<file path="src/tpcc_pkg.sv">
// shared constants and types for the prescaled capture/compare timer
package tpcc_pkg;
    // number of capture/compare channels
    localparam int NUM_CH = 2;
    // register offsets on the plain register port
    localparam logic [7:0] ADDR_CTRL = 8'h00;
    localparam logic [7:0] ADDR_CNT_HI = 8'h01;
    localparam logic [7:0] ADDR_CNT_LO = 8'h02;
    localparam logic [7:0] ADDR_IRQ_STATUS = 8'h03;
    localparam logic [7:0] ADDR_IRQ_MASK = 8'h04;
    localparam logic [7:0] ADDR_CH_BASE = 8'h05;
    localparam logic [7:0] ADDR_CH_STRIDE = 8'h03;
    // offsets inside one channel group
    localparam logic [7:0] CH_OFS_CFG = 8'h00;
    localparam logic [7:0] CH_OFS_HI = 8'h01;
    localparam logic [7:0] CH_OFS_LO = 8'h02;
    // control register fields
    localparam int CTRL_RST_BIT = 5;
    localparam int PS_LSB = 0;
    localparam logic [2:0] PS_RESET = 3'h0;
    localparam logic [2:0] PS_NONE = 3'h7;
    // interrupt status layout: overflow then one flag per channel
    localparam int IRQ_OVF_BIT = 0;
    localparam int IRQ_CH_LSB = 1;
    localparam int IRQ_W = NUM_CH + 1;
    localparam logic [IRQ_W-1:0] IRQ_RESET = '0;
    // counter limits and reset values
    localparam logic [15:0] CNT_RESET = 16'h0000;
    localparam logic [15:0] CNT_MAX = 16'hFFFF;
    localparam logic [5:0] DIV_RESET = 6'h00;
    // channel configuration, bit 5 down to bit 1 of the channel cfg register
    typedef struct packed {
        logic channel_mode_b;
        logic channel_mode_a;
        logic edge_level_b;
        logic edge_level_a;
        logic overflow_toggle_enable;
    } tpcc_cfg_t;
    localparam tpcc_cfg_t CFG_RESET = '0;
    localparam int CFG_LSB = 1;
    // decoded channel modes
    typedef enum logic [1:0] {
        TPCC_PRESET,
        TPCC_CAPTURE,
        TPCC_COMPARE,
        TPCC_BUFFERED
    } tpcc_mode_t;
endpackage

</file>
<file path="src/tpcc_timer.sv">
// prescaled 16-bit timer with capture/compare channels and a register port
// Functional notes
// - three-bit prescale select, codes 0-6, 7 stops
// - reset clears prescale select to divide-by-one
// - high byte read latches low byte
// - latched low byte held until low read
// - reset clears both counter bytes
// - counter reset bit clears the counter
// - both edge bits clear gives output preset
// - mode bits zero select input capture edges
// - mode a alone gives unbuffered compare actions
// - mode b gives buffered compare actions
// - edge bits clear releases pin to port
// - reset clears every channel edge bits
// - overflow toggles compare pin when enabled
// - reset clears every overflow toggle bit
// - overflow action beats simultaneous compare action
module tpcc_timer
    import tpcc_pkg::*;
(
    input wire logic clk,
    input wire logic reset_n,
    input wire logic [7:0] addr,
    input wire logic [7:0] wdata,
    input wire logic wr_strobe,
    input wire logic rd_strobe,
    output logic [7:0] rdata,
    input wire logic [NUM_CH-1:0] channel_pin_in,
    output logic [NUM_CH-1:0] channel_pin_out,
    output logic [NUM_CH-1:0] channel_pin_oe,
    output logic irq
);

    // mask of divider bits that must be zero for a tick at this select code
    function automatic logic [5:0] div_mask(input logic [2:0] sel);
        logic [5:0] m;
        m = 6'h00;
        for (int i = 0; i < 6; i++) begin
            if (i < int'(sel)) begin
                m[i] = 1'b1;
            end
        end
        return m;
    endfunction

    // decode a channel configuration into its operating mode
    function automatic tpcc_mode_t ch_mode(input tpcc_cfg_t c);
        if (!c.edge_level_b && !c.edge_level_a) begin
            return TPCC_PRESET;
        end else if (c.channel_mode_b) begin
            return TPCC_BUFFERED;
        end else if (c.channel_mode_a) begin
            return TPCC_COMPARE;
        end else begin
            return TPCC_CAPTURE;
        end
    endfunction

    // register state
    logic [2:0] prescale_select; // divider select
    logic [5:0] div; // free prescaler chain
    logic [15:0] count; // main counter
    logic [7:0] hold_low; // low byte held by a high byte read
    logic low_latched; // hold_low is in use
    tpcc_cfg_t cfg [NUM_CH]; // channel configuration
    logic [15:0] value [NUM_CH]; // active compare or captured value
    logic [15:0] buffer [NUM_CH]; // shadow value for buffered mode
    logic [NUM_CH-1:0] pin_level; // driven pin level
    logic [IRQ_W-1:0] irq_status; // sticky event flags
    logic [IRQ_W-1:0] irq_mask; // interrupt enables
    logic [NUM_CH-1:0] sync1; // first synchroniser stage
    logic [NUM_CH-1:0] sync2; // second synchroniser stage
    logic [NUM_CH-1:0] pin_prev; // previous synchronised level

    // next values
    logic [2:0] next_prescale_select;
    logic [5:0] next_div;
    logic [15:0] next_count;
    logic [7:0] next_hold_low;
    logic next_low_latched;
    tpcc_cfg_t next_cfg [NUM_CH];
    logic [15:0] next_value [NUM_CH];
    logic [15:0] next_buffer [NUM_CH];
    logic [NUM_CH-1:0] next_pin_level;
    logic [IRQ_W-1:0] next_irq_status;
    logic [IRQ_W-1:0] next_irq_mask;
    logic [7:0] next_rdata;

    // decoded events
    logic tick; // prescaler output pulse
    logic ovf_evt; // counter wraps this cycle
    logic cnt_clear; // software counter reset
    logic [NUM_CH-1:0] cap_evt; // capture edge seen
    logic [NUM_CH-1:0] cmp_evt; // compare match seen
    logic [NUM_CH-1:0] ovf_tog; // overflow toggle applies

    // tick generation and counter events
    always_comb begin
        tick = ((div & div_mask(prescale_select)) == 6'h00) && (prescale_select != PS_NONE);
        ovf_evt = tick && (count == CNT_MAX);
        cnt_clear = wr_strobe && (addr == ADDR_CTRL) && wdata[CTRL_RST_BIT];
    end

    // per-channel event detection
    always_comb begin
        for (int c = 0; c < NUM_CH; c++) begin
            // edge select: a = rising, b = falling, both = either
            cap_evt[c] = (ch_mode(cfg[c]) == TPCC_CAPTURE) &&
                ((cfg[c].edge_level_a && sync2[c] && !pin_prev[c]) ||
                 (cfg[c].edge_level_b && !sync2[c] && pin_prev[c]));
            cmp_evt[c] = (ch_mode(cfg[c]) inside {TPCC_COMPARE, TPCC_BUFFERED}) ||
                (cfg[c].channel_mode_a && ch_mode(cfg[c]) == TPCC_PRESET);
            cmp_evt[c] = cmp_evt[c] && tick && (count == value[c]);
            // toggle on overflow only for output compare channels
            ovf_tog[c] = ovf_evt && cfg[c].overflow_toggle_enable &&
                (ch_mode(cfg[c]) inside {TPCC_COMPARE, TPCC_BUFFERED});
        end
    end

    // counter, prescaler and byte latch next state
    always_comb begin
        next_prescale_select = prescale_select;
        next_div = div + 6'h01;
        next_count = count;
        next_hold_low = hold_low;
        next_low_latched = low_latched;
        if (tick) begin
            next_count = count + 16'h0001;
        end
        if (wr_strobe && addr == ADDR_CTRL) begin
            next_prescale_select = wdata[PS_LSB +: 3];
        end
        if (cnt_clear) begin
            next_count = CNT_RESET;
            next_div = DIV_RESET;
        end
        // high read grabs low byte unless already held
        if (rd_strobe && addr == ADDR_CNT_HI && !low_latched) begin
            next_hold_low = count[7:0];
            next_low_latched = 1'b1;
        end
        // only a low read releases the held byte
        if (rd_strobe && addr == ADDR_CNT_LO) begin
            next_low_latched = 1'b0;
        end
    end

    // channel registers, pin levels and flags next state
    always_comb begin
        next_irq_mask = irq_mask;
        next_irq_status = irq_status;
        next_pin_level = pin_level;
        for (int c = 0; c < NUM_CH; c++) begin
            next_cfg[c] = cfg[c];
            next_value[c] = value[c];
            next_buffer[c] = buffer[c];
            // software writes to the channel group
            if (wr_strobe && addr == ADDR_CH_BASE + 8'(c) * ADDR_CH_STRIDE + CH_OFS_CFG) begin
                next_cfg[c] = wdata[CFG_LSB +: 5];
            end
            if (wr_strobe && addr == ADDR_CH_BASE + 8'(c) * ADDR_CH_STRIDE + CH_OFS_HI) begin
                if (ch_mode(cfg[c]) == TPCC_BUFFERED) begin
                    next_buffer[c][15:8] = wdata;
                end else begin
                    next_value[c][15:8] = wdata;
                end
            end
            if (wr_strobe && addr == ADDR_CH_BASE + 8'(c) * ADDR_CH_STRIDE + CH_OFS_LO) begin
                if (ch_mode(cfg[c]) == TPCC_BUFFERED) begin
                    next_buffer[c][7:0] = wdata;
                end else begin
                    next_value[c][7:0] = wdata;
                end
            end
            // buffered value becomes active at each overflow
            if (ovf_evt && ch_mode(cfg[c]) == TPCC_BUFFERED) begin
                next_value[c] = buffer[c];
            end
            // capture stores the counter
            if (cap_evt[c]) begin
                next_value[c] = count;
            end
            // pin action: overflow first, then compare action
            case (ch_mode(cfg[c]))
                TPCC_PRESET: begin
                    next_pin_level[c] = !cfg[c].channel_mode_a;
                end
                TPCC_COMPARE, TPCC_BUFFERED: begin
                    if (ovf_tog[c]) begin
                        next_pin_level[c] = !pin_level[c];
                    end else if (cmp_evt[c]) begin
                        // 01 toggle, 10 clear, 11 set
                        if (cfg[c].edge_level_b) begin
                            next_pin_level[c] = cfg[c].edge_level_a;
                        end else begin
                            next_pin_level[c] = !pin_level[c];
                        end
                    end
                end
                default: begin
                    next_pin_level[c] = pin_level[c];
                end
            endcase
        end
        // write one to clear, then set wins over clear
        if (wr_strobe && addr == ADDR_IRQ_STATUS) begin
            next_irq_status = irq_status & ~wdata[IRQ_W-1:0];
        end
        if (wr_strobe && addr == ADDR_IRQ_MASK) begin
            next_irq_mask = wdata[IRQ_W-1:0];
        end
        next_irq_status[IRQ_OVF_BIT] = next_irq_status[IRQ_OVF_BIT] | ovf_evt;
        for (int c = 0; c < NUM_CH; c++) begin
            next_irq_status[IRQ_CH_LSB + c] = next_irq_status[IRQ_CH_LSB + c] |
                cap_evt[c] | cmp_evt[c];
        end
    end

    // read data mux, registered so it appears the cycle after the strobe
    always_comb begin
        next_rdata = 8'h00;
        if (rd_strobe) begin
            case (addr)
                ADDR_CTRL: next_rdata = {5'h00, prescale_select};
                ADDR_CNT_HI: next_rdata = count[15:8];
                ADDR_CNT_LO: next_rdata = low_latched ? hold_low : count[7:0];
                ADDR_IRQ_STATUS: next_rdata = 8'(irq_status);
                ADDR_IRQ_MASK: next_rdata = 8'(irq_mask);
                default: begin
                    for (int c = 0; c < NUM_CH; c++) begin
                        if (addr == ADDR_CH_BASE + 8'(c) * ADDR_CH_STRIDE + CH_OFS_CFG) begin
                            next_rdata = {2'b00, cfg[c], 1'b0};
                        end
                        if (addr == ADDR_CH_BASE + 8'(c) * ADDR_CH_STRIDE + CH_OFS_HI) begin
                            next_rdata = value[c][15:8];
                        end
                        if (addr == ADDR_CH_BASE + 8'(c) * ADDR_CH_STRIDE + CH_OFS_LO) begin
                            next_rdata = value[c][7:0];
                        end
                    end
                end
            endcase
        end
    end

    // state registers
    always_ff @(posedge clk) begin
        if (!reset_n) begin
            prescale_select <= PS_RESET;
            div <= DIV_RESET;
            count <= CNT_RESET;
            hold_low <= 8'h00;
            low_latched <= 1'b0;
            pin_level <= '1;
            irq_status <= IRQ_RESET;
            irq_mask <= IRQ_RESET;
            sync1 <= '0;
            sync2 <= '0;
            pin_prev <= '0;
            rdata <= 8'h00;
            for (int c = 0; c < NUM_CH; c++) begin
                cfg[c] <= CFG_RESET;
                value[c] <= CNT_RESET;
                buffer[c] <= CNT_RESET;
            end
        end else begin
            prescale_select <= next_prescale_select;
            div <= next_div;
            count <= next_count;
            hold_low <= next_hold_low;
            low_latched <= next_low_latched;
            pin_level <= next_pin_level;
            irq_status <= next_irq_status;
            irq_mask <= next_irq_mask;
            sync1 <= channel_pin_in;
            sync2 <= sync1;
            pin_prev <= sync2;
            rdata <= next_rdata;
            for (int c = 0; c < NUM_CH; c++) begin
                cfg[c] <= next_cfg[c];
                value[c] <= next_value[c];
                buffer[c] <= next_buffer[c];
            end
        end
    end

    // pin drive and interrupt output
    always_comb begin
        channel_pin_out = pin_level;
        irq = |(irq_status & irq_mask);
        for (int c = 0; c < NUM_CH; c++) begin
            // released to port when edge bits clear; input capture never drives
            channel_pin_oe[c] = ch_mode(cfg[c]) inside {TPCC_COMPARE, TPCC_BUFFERED};
        end
    end
endmodule

</file>
<file path="config.mk">
export PLATFORM = sky130hd
export DESIGN_NAME = tpcc_timer
export DESIGN_NICKNAME = d
export VERILOG_FILES = /design/src/tpcc_pkg.sv /design/src/tpcc_timer.sv
export SDC_FILE = /design/constraint.sdc
export NUM_CORES = 1
export LEC_CHECK = 0
export BUFFER_PORTS_ARGS = -buffer_cell sky130_fd_sc_hd__buf_4
export CAP_MARGIN = 30
export CORE_UTILIZATION = 50
export DETAILED_ROUTE_END_ITERATION = 8
export PLACE_DENSITY = 0.7
export SLEW_MARGIN = 20
export SYNTH_ARGS = -nofsm -noshare
export SYNTH_HDL_FRONTEND = slang
export SYNTH_SLANG_ARGS = --single-unit
</file>
<file path="constraint.sdc">
create_clock -name clk -period 1.93 [get_ports clk]
set_input_delay 0 -clock clk [delete_from_list [all_inputs] [get_ports clk]]
set_output_delay 0 -clock clk [all_outputs]
set_load 0.02 [all_outputs]
</file>
Yosys cells after proc, flatten, opt, wreduce, memory -nomap -nowiden
Memory sizes are Yosys's and may differ from the RTL's.
Cells that the tools add are included.
{ "word_totals": {"word_cells": 201, "n_memories": 3, "register_bits": 56, "mem_bits_rw": 74, "inputBits": 22, "out_inout_bits": 13} }
{ "memory_table": {"columns": ["name", "words", "word_bits", "read_ports", "rd_ports_with_merged_regs", "write_ports", "line", "rtl"], "rows": [
  ["buffer", 2, 16, 2, 0, 2, "tpcc_timer.sv:67", "logic [15:0] buffer [NUM_CH];"],
  ["value", 2, 16, 2, 0, 2, "tpcc_timer.sv:66", "logic [15:0] value [NUM_CH];"],
  ["cfg", 2, 5, 2, 0, 2, "tpcc_timer.sv:65", "tpcc_cfg_t cfg [NUM_CH];"]
]} }
{ "op_classes": {"addsub": 2, "eq_ne": 26, "n_reduce_logical": 72, "magnitude_cmp": 6, "muxes": 63, "n_bitwise": 16} }
{ "ops": {"columns": ["op", "count"], "rows": [
  ["$mux 8", 22],
  ["$mux 16", 8],
  ["$pmux 8 s5", 1],
  ["$logic_and 1x1->1", 39],
  ["$eq 16x16->1", 2],
  ["$eq 8x3->1 const B", 4],
  ["$eq 8x4->1 const B", 3],
  ["$mux 2", 10],
  ["$mux 5", 4],
  ["$add 16x1->16 const B", 1],
  ["$eq 16x16->1 const B", 1],
  ["$eq 2x2->1 const B", 8],
  ["$eq 8x2->1 const B", 2],
  ["$mux 1", 14],
  ["$logic_not 1->1", 13],
  ["$or 1x1->1", 11],
  ["$ne 3x3->1 const B", 3],
  ["$eq 8x1->1 const B", 1],
  ["$logic_not 8->1", 1],
  ["$reduce_bool 2->1", 4],
  ["$reduce_or 2->1", 4],
  ["$add 6x1->6 const B", 1],
  ["$and 3x3->3", 2],
  ["$and 6x6->6", 1],
  ["14 further kinds", 25]
]} }

Depth between registers and ports, before layout
An unclocked memory read counts as a cell.
{ "depth": {"ltp_word": 12, "mapped_depth": 8, "depth_no_buf": 6} }

Worst setup path after synthesis
Ideal clock, no wire load.
{ "synth_path": {"kind": "register -> register", "start": "register div[0]", "end": "memory value[1][8] (netlist: value[0][24])", "setup_ns": 0.143, "setup_slack_ns": -0.040, "required_time_ns": 1.787, "path_buffers": 0, "stages_incl_launch_ff": 7, "t_arrival_ns": 1.827, "synth_period_minus_slack_ns": 1.970, "cell_sequence": "dfxtp_1 -> o41ai_1 -> o21ai_1 -> nor4_1 -> nand2_1 -> o22ai_1 -> o32ai_1"} }
{ "synth_lines": {"columns": ["item", "line", "rtl"], "rows": [
  ["start: declaration", "tpcc_timer.sv:61", "logic [5:0] div;"],
  ["start signal: assignment", "tpcc_timer.sv:268", "div <= next_div;"],
  ["end: declaration", "tpcc_timer.sv:66", null]
]} }

Final worst setup path
{ "layout_path": {"start": "register div[1]", "end": "register pin_level[1] (netlist: channel_pin_out[1])"} }
{ "layout_between": {"elab_chain_len": 8} }
{ "layout_lines": {"columns": ["item", "line", "rtl"], "rows": [
  ["$and 6x6->6 *", "tpcc_timer.sv:99", "tick = ((div & div_mask(prescale_select)) == 6'h00) && (prescale_select != PS_NONE);"],
  ["$logic_not 6->1 *", "tpcc_timer.sv:99", null],
  ["$logic_and 1x1->1 *", "tpcc_timer.sv:99", null],
  ["$logic_and 1x1->1", "tpcc_timer.sv:100", "ovf_evt = tick && (count == CNT_MAX);"],
  ["$logic_and 1x1->1 (2 in series)", "tpcc_timer.sv:115", "ovf_tog[c] = ovf_evt && cfg[c].overflow_toggle_enable &&"],
  ["$mux 1 or $ne 3x3->1 (tied branches)", null, null],
  ["$pmux 1 s2 or $reduce_and 2->1 (tied branches)", null, null],
  ["end signal: assignment", "tpcc_timer.sv:272", "pin_level <= next_pin_level;"],
  ["end: declaration", "tpcc_timer.sv:68", "logic [NUM_CH-1:0] pin_level;"]
]} }
Mark *: on every way between the ends. The rest lies on a longest branch, timed or not.
A chain may end at the register's enable or synchronous reset.

==> metrics.csv <==
stage,metric,value,unit
status,status,"complete, but fails checks",
status,violations,setup timing,
min_path,min-delay-path-class,in2reg,
min_path,hold_depth,6,
synthesis,synthDominantCellAreaShare,39.3,%
layout,finalNonFillerCells,1068,
synthesis,ys.flop_type,dfxtp_1,
flow_run,maxCapViolCount,0,
cts,cts_buffers,17,
power,p_seq_share,41.3,%
synthesis,synthCells,776,
placed_design,portBuffers,34,
cts,htreeDepth,4,
timing,tns,-2.18,ns
timing,rsz0062_at_grt,yes,
global_route,grt_start_max_net_pins,46,
cts,root_buffer,clkbuf_16,
critical_path,crit_type,reg2reg,
timing,layout_min_cycle_time,2.06,ns
timing,fin_ws,-0.125,ns
critical_path,crit_arrival,2.41,ns
synthesis,ys_types,59,
timing,hold_ws,0.158,ns
synthesis,synthTopCellsByArea,"dfxtp_1, mux2i_1, nor2_1",
synthesis,ys_seq_elements,130,
power,pwr_density_cell,743,nW/um2
detailed_routing,topRoutingLayerUsed,met4,
synthesis,yosysWarnings,0,
timing,fmax,487,MHz
critical_path,endpoint_kind,flip-flop,
detailed_routing,drc,0,
timing,slew_viol_final,0,
detailed_routing,viasPerCell,6.31,
placed_design,dp_hpwl,15.3,mm
global_route,antenna_found_initial,0,
synthesis,async_flop_share,0,%
detailed_routing,wl,23.6,mm
timing,slew_headroom,63.0,%
cts,clkSinkCount,130,
floorplanning,fp.coreArea,12800,um2
timing,fin_worst_skew,0.00666,ns
floorplanning,pin_count,35,
critical_path,r2r_end,channel_pin_out[1]$_SDFFE_PN1P_,
placed_design,gp_congestion,0.966,
floorplanning,row_count,41,
cts,clk_transition_reported_paths,0.05,ns
floorplanning,initial_core_util,51.8,%
detailed_routing,ant_nets,0,
detailed_routing,via_count,6740,
critical_path,critical_path_peak_fanout,8,
placed_design,pre_cts_slack,-0.166,ns
floorplanning,die_w,117,um
detailed_routing,wl_met3,2.61,mm
power,clkPwrFrac,52.7,%
critical_path,critPathLaunchType,flip-flop,
detailed_routing,dr.pass1.iters,7,
critical_path,r2r_cells,7,
layout,area_growth,34.1,%
detailed_routing,drt_iter0_drc,926,
critical_path,r2r_slack,-0.13,ns
synthesis,yosysTopAreaCell,dfxtp_1,
floorplanning,die-area,13700,um2
critical_path,worstPathRequired,2.29,ns
timing,setup_viol,43,
global_route,grt_overflow,0,
power,switching_share,21.8,%
min_path,hold_end,irq_status[0]$_SDFF_PN0_,
power,internal_power,5.16,mW
layout,final_cell_mix,"nor2_1, buf_4, dfxtp_1, mux2i_1, xor2_1",
power,pwr-share-comb,6.1,%
layout,fillers,947,
layout,insertedDiodeCount,0,
synthesis,synth_nets,800,
timing,tightestPinTransition,0.551,ns
layout,drive_gt1_share,27.8,%
power,power_leakage,3.85,nW
min_path,min_from,addr[2],
synthesis,ys_seq_area_share,39.3,%
detailed_routing,drt-met1-wl,9.59,mm
layout,final_nets,910,
power,p_sw,1.44,mW
detailed_routing,wl_met2,10.2,mm
global_route,grt_pass1_vias,6186,
global_route,grt_usage,34.8,%
synthesis,syn_area,6620,um2
synthesis,synth_edf_count,0,
placed_design,dp.cells,1009,
detailed_routing,post_drt_wl_per_cell,22.1,um
timing,hold_viol,0,
cts,cts_buffer_depth,2,
floorplanning,die_h,117,um
timing,post-route-period-util,107,%
power,ir_worst_vdd,0.667,mV
cts,clkLatencyLatePin,0.43,ns
synthesis,syn_avg_cell_area,8.53,um2
global_route,grt_pass1_wl,34.4,mm
critical_path,worstReg2RegStart,div[1]$_SDFF_PP0_,
cts,tritoncts,yes,
==> per-layer routing <==
| metal | global-route usage (%) | vias up |
|---|---|---|
| li1 | - | 2982 |
| met1 | 45.3 | 3168 |
| met2 | 53.8 | 487 |
| met3 | 9.89 | 103 |
| met4 | 15.5 | 0 |
| met5 | 0 | - |
==> worst max-delay path by stage <==
stage,endpoint,cells past startpoint,startpoint
global placement,channel_pin_out[0]$_SDFFE_PN1P_,6,div[1]$_SDFF_PP0_
CTS,channel_pin_out[0]$_SDFFE_PN1P_,10,div[0]$_SDFF_PP0_
detailed placement,channel_pin_out[0]$_SDFFE_PN1P_,6,div[1]$_SDFF_PP0_
floorplan,channel_pin_out[1]$_SDFFE_PN1P_,7,div[0]$_SDFF_PP0_
finish,channel_pin_out[1]$_SDFFE_PN1P_,7,div[1]$_SDFF_PP0_
global route,channel_pin_out[0]$_SDFFE_PN1P_,9,prescale_select[2]$_SDFFE_PN0P_
==> metrics by stage <==
step | util (%) | power, mW | cell area (um2)
CTS | 67.5 | 6.57 | 8620
floorplan | - | 2.96 | 6650
finish | 69.5 | 6.60 | 8880
detailed placement | 59.3 | 3.12 | 7570
global route | 69.5 | 6.77 | 8880
global placement | 59.3 | 3.11 | 7570
==> sequential cells by signal, indices dropped and copies added, names as in the netlist <==
name,cells
cfg,10
sync1,2
irq_mask,3
sync2,2
channel_pin_out,2
value,32
irq_status,3
div,6
count,16
buffer,32
pin_prev,2
rdata,8
hold_low,8
low_latched,1
prescale_select,3
==> critical path: stages, from the launching register on <==
cell,delay (ns)
dfxtp_4,0.37
o41ai_4,0.36
o21ai_2,0.15
buf_4,0.16
or2_4,0.32
o32a_1,0.32
and4b_1,0.19
a21oi_1,0.11
==> cell usage after synthesis (5+ instances only) <==
library cell  instances
a22o_1               16
nand2_1              38
nor3_1               37
mux2i_1              59
nand3b_1              5
nor4_1               15
nand3_1              19
inv_1                15
a21oi_1              40
dfxtp_1             130
o21ai_0              18
buf_2                13
mux2_2               13
nor2_1              127
xnor2_1              10
a22oi_1              13
xor2_1               41
o22ai_1              22
o31ai_1               6
nand4_1               5
and2_1               12
o32ai_1              11
clkbuf_1             39
==> power by group through the flow <==
stage / clock network [mW] / registers, mW / logic, mW
after detailed placement: 0 / 2.77 / 0.346
after floorplan: 0 / 2.77 / 0.192
after CTS: 3.48 / 2.72 / 0.375
after global routing: 3.64 / 2.72 / 0.416
after global placement: 0 / 2.77 / 0.339
final: 3.48 / 2.72 / 0.400
==> cells by family after synthesis <==
family                   count (synthesis)  share of synthesized area (%)
XOR/XNOR                                51                           6.74
buffers and inverters                   76                           4.95
AO/OA/AOI/OAI                          152                           15.2
adder cells (fa/ha/maj)                  2                          0.378
multiplexers                            75                           12.1
AND/OR/NAND/NOR                        290                           21.3
flip-flops                             130                           39.3
==> layout make-up <==
class	instances	area, um2	share of cell area (%)
Inverter	16	60.1	0.676
Clock buffer	19	443	4.99
Sequential cell	130	2620	29.5
Clock inverter	10	185	2.09
Timing Repair Buffer	151	1300	14.6
Multi-Input combinational cell	570	4060	45.7
Tap cell	172	215	2.42
==> what timing repair did <==
item                                   in CTS  in global routing
hold buffers                               15                  0
gates resized for setup                    31                 54
endpoints found under the hold margin      44                  0
setup buffers                              11                  5
cloned                                      1                  0
pin swaps                                  17                 36
setup endpoints to repair                  39                 46
(Power assumes the default switching activity.)
